==> config.mk <==
export PLATFORM = sky130hd
export DESIGN_NAME = swsf_formatter
export DESIGN_NICKNAME = d
export VERILOG_FILES = /design/src/swsf_pkg.sv /design/src/swsf_fifo.sv /design/src/swsf_formatter.sv
export VERILOG_INCLUDE_DIRS = /design/src
export SDC_FILE = /design/constraint.sdc
export NUM_CORES = 1
export LEC_CHECK = 0
export ABC_AREA = 1
export BUFFER_PORTS_ARGS = -buffer_cell sky130_fd_sc_hd__buf_2
export CORE_MARGIN = 10
export CORE_UTILIZATION = 40
export DETAILED_ROUTE_END_ITERATION = 8
export SYNTH_ARGS = -nofsm -noshare
export SYNTH_HDL_FRONTEND = slang
export SYNTH_SLANG_ARGS = --single-unit
==> constraint.sdc <==
create_clock -name clock -period 11.5 [get_ports clock]
set_clock_uncertainty 0.05 [all_clocks]
set_input_delay 1.15 -clock clock [delete_from_list [all_inputs] [get_ports clock]]
set_output_delay 1.15 -clock clock [all_outputs]
set_load 0.05 [all_outputs]
==> src/swsf_regs.svh <==
// Geometry, code levels and timing constants of the window formatter.
// Contract
// - The window size can be set from 4 by 2 up to 640 columns by 480 rows.
// - The window can start anywhere as long as it stays inside 664 by 492.
// - Window size or position never changes frame rate or pixel rate.
// - Line valid is high only for positions inside the programmed window.
// - After reset the window is 640 by 480 at full resolution.
// - A quarter mode gives 320 by 240 images by sub-sampling the array.
// - Quarter mode drops pixels both along the line and between lines.
// - Luma and RGB black sits at code 16 and peak white is held at 240.
// - Chroma zero is code 128 and chroma stays between 16 and 240.
// - Raw RGB samples always fall in the range 16 to 240.
// - Codes 0 and 255 never appear as pixel data.
// - The 10-bit path runs in step with the pixel rate, at most 12 MHz; only master mode holds this, the slave link clock is not limited.
// - One channel carries luma or green, the other alternates chroma.
// - Rows alternate blue-green and green-red and output follows that.
// - Data, line valid and frame sync all move with the pixel clock.
// - Data is valid on the falling edge unless the edge select is set.
`ifndef SWSF_REGS_SVH
`define SWSF_REGS_SVH

// Full array and window limits.
`define SWSF_ARRAY_COLS 10'h298
`define SWSF_ARRAY_ROWS 9'h1EC
`define SWSF_WIN_MAX_COLS 10'h280
`define SWSF_WIN_MAX_ROWS 9'h1E0
`define SWSF_WIN_MIN_COLS 10'h004
`define SWSF_WIN_MIN_ROWS 9'h002

// Reset window placement, centred in the array.
`define SWSF_DEF_COL_START 10'h00C
`define SWSF_DEF_ROW_START 9'h006

// Output code levels.
`define SWSF_CODE_BLACK 8'h10
`define SWSF_CODE_PEAK 8'hF0
`define SWSF_CODE_CHROMA_ZERO 8'h80

// Rows at the top of each frame that carry frame sync.
`define SWSF_FS_ROWS 9'h003

// Clock rates in hertz and the pixel clock divider.
`define SWSF_CLK_HZ 25000000
`define SWSF_MAX_PIX_HZ 12000000
`define SWSF_MIN_DIV ((`SWSF_CLK_HZ + `SWSF_MAX_PIX_HZ - 1) / `SWSF_MAX_PIX_HZ)
`define SWSF_DEF_DIV 4

// Sample buffer shape.
`define SWSF_SAMPLE_BITS 10
`define SWSF_FIFO_DEPTH 16

`endif

==> src/swsf_pkg.sv <==
// Types shared by the window formatter modules.
package swsf_pkg;

  // Output byte format.
  typedef enum logic [1:0] {
    fmt_ycbcr,
    fmt_rgb422,
    fmt_raw
  } swsf_fmt_t;

  // Complete state of the formatter.
  typedef struct packed {
    logic link_meta;
    logic link_sync;
    logic pix_prev;
    logic [7:0] div_cnt;
    logic gen_clk;
    logic [9:0] col;
    logic [8:0] row;
    logic [9:0] cs;
    logic [8:0] rs;
    logic [9:0] cw;
    logic [8:0] rh;
    logic quarter;
    swsf_fmt_t fmt;
    logic edge_sel;
    logic master;
    logic [7:0] data;
    logic lv;
    logic fs;
    logic pclk;
    logic chan_chroma;
    logic underrun;
    logic frame_done;
  } swsf_state_t;

endpackage : swsf_pkg

==> src/swsf_fifo.sv <==
// Sample buffer between the converter channels and the formatter.
module swsf_fifo #(
  parameter int WIDTH = 20,
  parameter int DEPTH = 16
) (
  // Clock and reset.
  input wire logic clock,
  input wire logic reset_n,
  // Filling side.
  input wire logic in_valid,
  input wire logic [WIDTH-1:0] in_data,
  output logic in_ready,
  // Draining side.
  output logic out_valid,
  output logic [WIDTH-1:0] out_data,
  input wire logic out_ready
);
  import swsf_pkg::*;

  localparam int AW = (DEPTH > 1) ? $clog2(DEPTH) : 1;
  localparam int CW = AW + 1;

  typedef struct packed {
    logic [DEPTH-1:0][WIDTH-1:0] mem;
    logic [AW-1:0] wr;
    logic [AW-1:0] rd;
    logic [CW-1:0] count;
    logic ready;
  } swsf_fifo_state_t;

  swsf_fifo_state_t st_reg;
  swsf_fifo_state_t st_next;
  logic push;
  logic pop;

  // Ready is registered from the next count so the filler sees full at once.
  always_comb begin
    push = in_valid && st_reg.ready;
    pop = out_ready && (st_reg.count != '0);
    st_next = st_reg;
    if (push) begin
      st_next.mem[st_reg.wr] = in_data;
      st_next.wr = (st_reg.wr == AW'(DEPTH - 1)) ? '0 : st_reg.wr + 1'b1;
    end
    if (pop) begin
      st_next.rd = (st_reg.rd == AW'(DEPTH - 1)) ? '0 : st_reg.rd + 1'b1;
    end
    st_next.count = st_reg.count + CW'(push) - CW'(pop);
    st_next.ready = (st_next.count != CW'(DEPTH));
  end

  // State register.
  always_ff @(posedge clock or negedge reset_n) begin
    if (!reset_n) begin
      st_reg <= '0;
      st_reg.ready <= 1'b1;
    end else begin
      st_reg <= st_next;
    end
  end

  assign in_ready = st_reg.ready;
  assign out_valid = (st_reg.count != '0);
  assign out_data = st_reg.mem[st_reg.rd];

endmodule : swsf_fifo

==> src/swsf_formatter.sv <==
// Output window, quarter sub-sampling and code formatting of the sensor.
`include "swsf_regs.svh"

module swsf_formatter #(
  parameter int PIX_DIV = `SWSF_DEF_DIV,
  parameter int FIFO_DEPTH = `SWSF_FIFO_DEPTH
) (
  // Clock and reset.
  input wire logic clock,
  input wire logic reset_n,
  // Pixel clock from an external timing master.
  input wire logic link_pclk,
  // Timing and format settings.
  input wire logic master_mode,
  input wire logic data_edge_select,
  input wire logic quarter_res,
  input wire swsf_pkg::swsf_fmt_t out_format,
  // Window settings.
  input wire logic [9:0] win_col_start,
  input wire logic [8:0] win_row_start,
  input wire logic [9:0] win_cols,
  input wire logic [8:0] win_rows,
  // Converter samples.
  input wire logic [9:0] luma_sample,
  input wire logic [9:0] chroma_sample,
  input wire logic sample_valid,
  output logic sample_ready,
  // Video port.
  output logic [7:0] pix_data,
  output logic line_valid,
  output logic frame_sync,
  output logic pclk_out,
  output logic underrun
);
  import swsf_pkg::*;

  localparam int SB = `SWSF_SAMPLE_BITS;
  localparam int FW = 2 * SB;
  localparam int DIV_EFF = (PIX_DIV < `SWSF_MIN_DIV) ? `SWSF_MIN_DIV : PIX_DIV;
  localparam logic [7:0] HALF_M1 = 8'((DIV_EFF + 1) / 2 - 1);
  localparam logic [9:0] LAST_COL = `SWSF_ARRAY_COLS - 10'h001;
  localparam logic [8:0] LAST_ROW = `SWSF_ARRAY_ROWS - 9'h001;

  swsf_state_t st_reg;
  swsf_state_t st_next;

  // Buffer handshake and decode terms.
  logic fifo_valid;
  logic [FW-1:0] fifo_data;
  logic fifo_pop;
  logic pix_level;
  logic tick;
  logic frame_end;
  logic [9:0] rel_col;
  logic [8:0] rel_row;
  logic in_win;
  logic keep;
  logic emit;
  logic pick_chroma;
  logic [9:0] w_in;
  logic [8:0] h_in;
  logic [9:0] cs_max;
  logic [8:0] rs_max;

  // Truncates a 10-bit sample and holds it inside the legal code range.
  function automatic logic [7:0] clip_code(input logic [9:0] s);
    logic [7:0] c;
    c = s[9:2];
    if (c < `SWSF_CODE_BLACK) begin
      c = `SWSF_CODE_BLACK;
    end else if (c > `SWSF_CODE_PEAK) begin
      c = `SWSF_CODE_PEAK;
    end
    return c;
  endfunction : clip_code

  // The buffer absorbs converter jitter; the pixel schedule drains it.
  swsf_fifo #(
    .WIDTH(FW),
    .DEPTH(FIFO_DEPTH)
  ) u_fifo (
    .clock(clock),
    .reset_n(reset_n),
    .in_valid(sample_valid),
    .in_data({luma_sample, chroma_sample}),
    .in_ready(sample_ready),
    .out_valid(fifo_valid),
    .out_data(fifo_data),
    .out_ready(fifo_pop)
  );

  // Pixel clock source and launch edge selection.
  always_comb begin
    pix_level = st_reg.master ? st_reg.gen_clk : st_reg.link_sync;
    // Data moves on the edge opposite to the one the receiver samples.
    if (st_reg.edge_sel) begin
      tick = !pix_level && st_reg.pix_prev;
    end else begin
      tick = pix_level && !st_reg.pix_prev;
    end
  end

  // Window decode against the latched geometry.
  always_comb begin
    rel_col = st_reg.col - st_reg.cs;
    rel_row = st_reg.row - st_reg.rs;
    in_win = (st_reg.col >= st_reg.cs) && (rel_col < st_reg.cw) &&
             (st_reg.row >= st_reg.rs) && (rel_row < st_reg.rh);
    // Pairs of columns and pairs of rows are kept so Bayer order survives.
    keep = !st_reg.quarter || (!rel_col[1] && !rel_row[1]);
    emit = in_win && keep;
    if (st_reg.fmt == fmt_raw) begin
      pick_chroma = (st_reg.row[0] == st_reg.col[0]);
    end else begin
      pick_chroma = !st_reg.col[0];
    end
    fifo_pop = tick && emit;
    frame_end = tick && (st_reg.col == LAST_COL) && (st_reg.row == LAST_ROW);
  end

  // Clamping of requested geometry to the legal window.
  always_comb begin
    w_in = win_cols;
    if (win_cols < `SWSF_WIN_MIN_COLS) begin
      w_in = `SWSF_WIN_MIN_COLS;
    end else if (win_cols > `SWSF_WIN_MAX_COLS) begin
      w_in = `SWSF_WIN_MAX_COLS;
    end
    h_in = win_rows;
    if (win_rows < `SWSF_WIN_MIN_ROWS) begin
      h_in = `SWSF_WIN_MIN_ROWS;
    end else if (win_rows > `SWSF_WIN_MAX_ROWS) begin
      h_in = `SWSF_WIN_MAX_ROWS;
    end
    // Start is pulled back rather than the size cut, keeping the size asked.
    cs_max = `SWSF_ARRAY_COLS - w_in;
    rs_max = `SWSF_ARRAY_ROWS - h_in;
  end

  // Next state of the whole formatter.
  always_comb begin
    st_next = st_reg;
    // The link clock passes two flip-flops before anything looks at it.
    st_next.link_meta = link_pclk;
    st_next.link_sync = st_reg.link_meta;
    st_next.pix_prev = pix_level;
    st_next.pclk = pix_level;
    // Own pixel clock for master mode, never faster than the converter.
    if (st_reg.div_cnt == HALF_M1) begin
      st_next.div_cnt = 8'h00;
      st_next.gen_clk = !st_reg.gen_clk;
    end else begin
      st_next.div_cnt = st_reg.div_cnt + 8'h01;
    end
    if (tick) begin
      // The raster walks the whole array whatever the window is.
      if (st_reg.col == LAST_COL) begin
        st_next.col = 10'h000;
        st_next.row = (st_reg.row == LAST_ROW) ? 9'h000 : st_reg.row + 9'h001;
      end else begin
        st_next.col = st_reg.col + 10'h001;
      end
      st_next.lv = emit;
      st_next.fs = (st_reg.row < `SWSF_FS_ROWS);
      st_next.chan_chroma = pick_chroma;
      if (!emit) begin
        st_next.data = `SWSF_CODE_BLACK;
      end else if (!fifo_valid) begin
        // A starved buffer shows black instead of stalling the raster.
        st_next.data = `SWSF_CODE_BLACK;
        st_next.underrun = 1'b1;
      end else if (pick_chroma) begin
        st_next.data = clip_code(fifo_data[SB-1:0]);
      end else begin
        st_next.data = clip_code(fifo_data[FW-1:SB]);
      end
    end
    // Geometry and timing choices swap only between frames.
    if (frame_end) begin
      st_next.cw = w_in;
      st_next.rh = h_in;
      st_next.cs = (win_col_start > cs_max) ? cs_max : win_col_start;
      st_next.rs = (win_row_start > rs_max) ? rs_max : win_row_start;
      st_next.quarter = quarter_res;
      st_next.fmt = out_format;
      st_next.edge_sel = data_edge_select;
      st_next.master = master_mode;
      st_next.frame_done = 1'b1;
      // A starved last pixel must not be lost to the clear, so set wins.
      st_next.underrun = emit && !fifo_valid;
    end
  end

  // State register with the reset geometry.
  always_ff @(posedge clock or negedge reset_n) begin
    if (!reset_n) begin
      st_reg <= '0;
      st_reg.cw <= `SWSF_WIN_MAX_COLS;
      st_reg.rh <= `SWSF_WIN_MAX_ROWS;
      st_reg.cs <= `SWSF_DEF_COL_START;
      st_reg.rs <= `SWSF_DEF_ROW_START;
      st_reg.master <= 1'b1;
      st_reg.data <= `SWSF_CODE_BLACK;
    end else begin
      st_reg <= st_next;
    end
  end

  // Video port outputs come straight from the state register.
  assign pix_data = st_reg.data;
  assign line_valid = st_reg.lv;
  assign frame_sync = st_reg.fs;
  assign pclk_out = st_reg.pclk;
  assign underrun = st_reg.underrun;

  // Helper count of pixel ticks within one frame.
  logic [18:0] frame_ticks;
  always_ff @(posedge clock or negedge reset_n) begin
    if (!reset_n) begin
      frame_ticks <= 19'h00000;
    end else if (frame_end) begin
      frame_ticks <= 19'h00000;
    end else if (tick) begin
      frame_ticks <= frame_ticks + 19'h00001;
    end
  end

  localparam logic [18:0] FRAME_TICKS_M1 =
    19'(int'(`SWSF_ARRAY_COLS) * int'(`SWSF_ARRAY_ROWS) - 1);
endmodule : swsf_formatter

==> qor.log <==
INFO  clocking       cts_setup_buffers=0
INFO  clocking       clock_sinks=355
INFO  run_status     run_status=complete, no violations
INFO  clocking       clock_tree_from_tritoncts=done
INFO  logic_synthesis synth_area_per_inst=7.63um2
INFO  final_layout   layout.cell_area.non_filler=20900um2
INFO  clocking       clk_pin_slew_worst_paths=60ps
INFO  global_route   grt_first_pass_wirelength=84200um
INFO  placement      post_dp_cell_area=19600um2
INFO  power_and_ir_drop power.density=199nW/um2
INFO  clocking       post_cts_resized=0
INFO  placement      routability_driven_placement_congestion_ratio=0.862
INFO  global_route   number_of_antenna_violations_at_the_first_check_in_global_routing=0
INFO  placement      dpl.hpwl=32800um
INFO  final_layout   nNetsFinal=2638
INFO  sta            timing.slew.headroom=0.248
INFO  global_route   grt-ovfl-total=0
INFO  power_and_ir_drop p_leak=0.0107uW
INFO  final_layout   stdcell_count=3133
INFO  die            floorplan.die_area=56500um2
INFO  logic_synthesis synth-seq-area-share=0.470
INFO  setup_path     path_buf_inv=4
INFO  routing        detail_route.drc_violations=0
INFO  clocking       cts_buffers=41
INFO  sta            hold_viol_final=0
INFO  placement      portBuffers=75
INFO  global_route   track_usage=0.184
INFO  placement      place.detailed.instances=3060
INFO  die            core_area=46700um2
INFO  setup_path     crit_end_element=flop
INFO  logic_synthesis syn-num-nets=2625
INFO  logic_synthesis synth.top_cells.by_area=dfrtp_1 (45%), nand2_1 (16%), o21ai_0 (9.2%)
INFO  final_layout   synthToLayoutAreaGrowth=10.5%
INFO  routing        detail-route-antenna-nets=0
INFO  setup_path     reg2regPathDepth=27
INFO  setup_path     worst_setup_path_start_kind=flop
INFO  sta            finalWorstPathRequiredPeriod=5190ps
INFO  clocking       clock_tree.htree_level_count=2
INFO  logic_synthesis synth_seq_cells=355
INFO  logic_synthesis synthDominantAreaCellType=dfrtp_1
INFO  clocking       clock_latency=560ps
INFO  final_layout   largest_reg_flops=269
INFO  sta            timing.final.crit_share=0.451
INFO  logic_synthesis synth_flop_cell=dfrtp_1
INFO  clocking       ctsHoldBuffers=0
INFO  die            rows=79
INFO  routing        detail_route.vias_per_cell=5.17
INFO  setup_path     arrival=5600ps
INFO  setup_path     crit_path_depth=27
INFO  min_path       hold_depth=0
INFO  logic_synthesis yosys_warnings=0
INFO  die            die_height=238um
INFO  routing        drt_iter0_drc=1255
INFO  sta            worst_pin_slew=1130ps
INFO  sta            rsz0062_at_grt=false
INFO  sta            timing.final.max_slew_violations=0
INFO  clocking       buffer_cell_driving_the_clock_tree_root=clkbuf_16
INFO  logic_synthesis yosys.area.top_type_share=0.452
INFO  logic_synthesis post_synth_inst_count=2483
INFO  logic_synthesis synth-async-reset-ratio=1.00
INFO  run            max-cap-violations=0
INFO  clocking       cts_max_path_buffers=3
INFO  power_and_ir_drop vdd.ir_drop.worst=0.121mV
INFO  logic_synthesis summed_instance_area_of_the_synthesized_netlist=18900um2
INFO  routing        avgRoutedWirePerCell=16.7um
INFO  final_layout   num-fill-cells=4683
INFO  logic_synthesis edff_count_synth=0
INFO  min_path       timing.hold.worst.class=flop to flop
INFO  logic_synthesis synth.lib_cells_used.distinct=44
INFO  setup_path     path_common_cell=nand2_1
INFO  setup_path     slowest_delay=520ps
INFO  global_route   grt_start_max_net_pins=172
INFO  setup_path     crit_family=adder cells
INFO  final_layout   diodes=0
INFO  setup_path     data_required_time_of_the_critical_path=11910ps
INFO  routing        via_count=16200
INFO  routing        finalWirelength=52300um
INFO  setup_path     criticalPathCategory=flop to flop
INFO  sta            maxClockFrequency=193MHz
INFO  sta            totalNegativeSetupSlack=0ps
INFO  final_layout   layout_cell_share_with_drive_strength_beyond_1=0.0776
INFO  routing        drtPass1Iterations=6
INFO  setup_path     slowest_stage=dfstp_2
INFO  setup_path     cp_max_fo=15
INFO  die            floorplan.io_pins=80
INFO  die            start_util=0.406
INFO  global_route   first_global_vias=15400
INFO  die            fp.dieW=238um
INFO  sta            setup_viol_count_final=0
where the power goes:
part           switching, uW  internal [uW]  total, uW
Combinational            616            363        979
Clock                    524            764       1290
Sequential               225           1680       1900
Total                   1360           2810       4170
cell families after synthesis:
| logic type | Yosys count | share of synthesized area |
|---|---|---|
| compound gates | 497 | 0.136 |
| xor+xnor | 33 | 0.0153 |
| fa+ha+maj | 75 | 0.0507 |
| buf+inv | 339 | 0.0777 |
| flops | 355 | 0.470 |
| simple gates | 1184 | 0.251 |
layout make-up:
cell class,count,area (um2),share of cell area
Clock buffer,62,1240,0.0591
Clock inverter,11,86.3,0.00412
Inverter,208,786,0.0375
Multi-Input combinational cell,1789,8570,0.409
Sequential cell,355,8900,0.425
Tap cell,607,759,0.0363
Timing Repair Buffer,101,593,0.0283
synth_stat cells, types with 5 or more instances:
cell,count
a21o_1,5
a21oi_1,93
and2_1,5
buf_2,24
buf_4,14
buf_6,15
clkbuf_1,74
dfrtp_1,342
dfstp_2,13
ha_1,72
inv_1,202
nand2_1,790
nand2_2,5
nand3_1,125
nand4_1,17
nor2_1,209
nor3_1,13
nor4_1,8
o211ai_1,9
o21ai_0,350
o21ai_1,20
xnor2_1,13
xor2_1,20
per-layer routing:
metal | vias to the layer above | part of all wire | GRT usage
met4 | 0 | 0.019 | 0.0468
li1 | 8009 | - | -
met3 | 66 | 0.051 | 0.0268
met1 | 7759 | 0.46 | 0.247
met2 | 376 | 0.47 | 0.306
met5 | - | 0 | 0
final timing paths:
kind                              from                to  slack [ps]
setup / recovery            st_reg[49]   u_fifo.in_ready        6310
hold / removal             st_next[86]        st_reg[86]         310
setup reg to reg            st_reg[49]   u_fifo.in_ready        6310
hold reg to reg            st_next[86]        st_reg[86]         310
max in group asynchronous      reset_n  u_fifo.st_reg[6]        9220
min in group asynchronous      reset_n        st_reg[82]         640
worst reg2reg max path: cells and delay by family (launching register included):
family / cells / cell delay, ps
buf+inv: 4 / 220
xor+xnor: 2 / 390
fa+ha+maj: 5 / 1500
compound gates: 5 / 990
flops: 1 / 520
simple gates: 11 / 1430
cell usage in the layout, fill, tap and decap left out, types with 9 or more instances in the layout:
master       n
a21oi_1     93
buf_2       74
buf_4       25
clkbuf_1    10
clkbuf_16   43
clkbuf_8     9
dfrtp_1    341
dfstp_2     13
ha_1        72
inv_1      202
nand2_1    790
nand3_1    125
nand4_1     17
nor2_1     209
nor3_1      13
o211ai_1     9
o21ai_0    350
o21ai_1     20
xnor2_1     13
xor2_1      20
stage by stage:
step           hold WS [ps]  total power [uW]   util  worst slack, ps
2_1_floorplan           281              2590      -             7070
3_3_place_gp            291              2840  0.420             6380
3_5_place_dp            298              2900  0.420             6350
4_1_cts                 306              4210  0.449             6300
5_1_grt                 338              4480  0.449             5850
6_report                309              4170  0.449             6310
No activity file was read; power rests on OpenSTA's default activity.
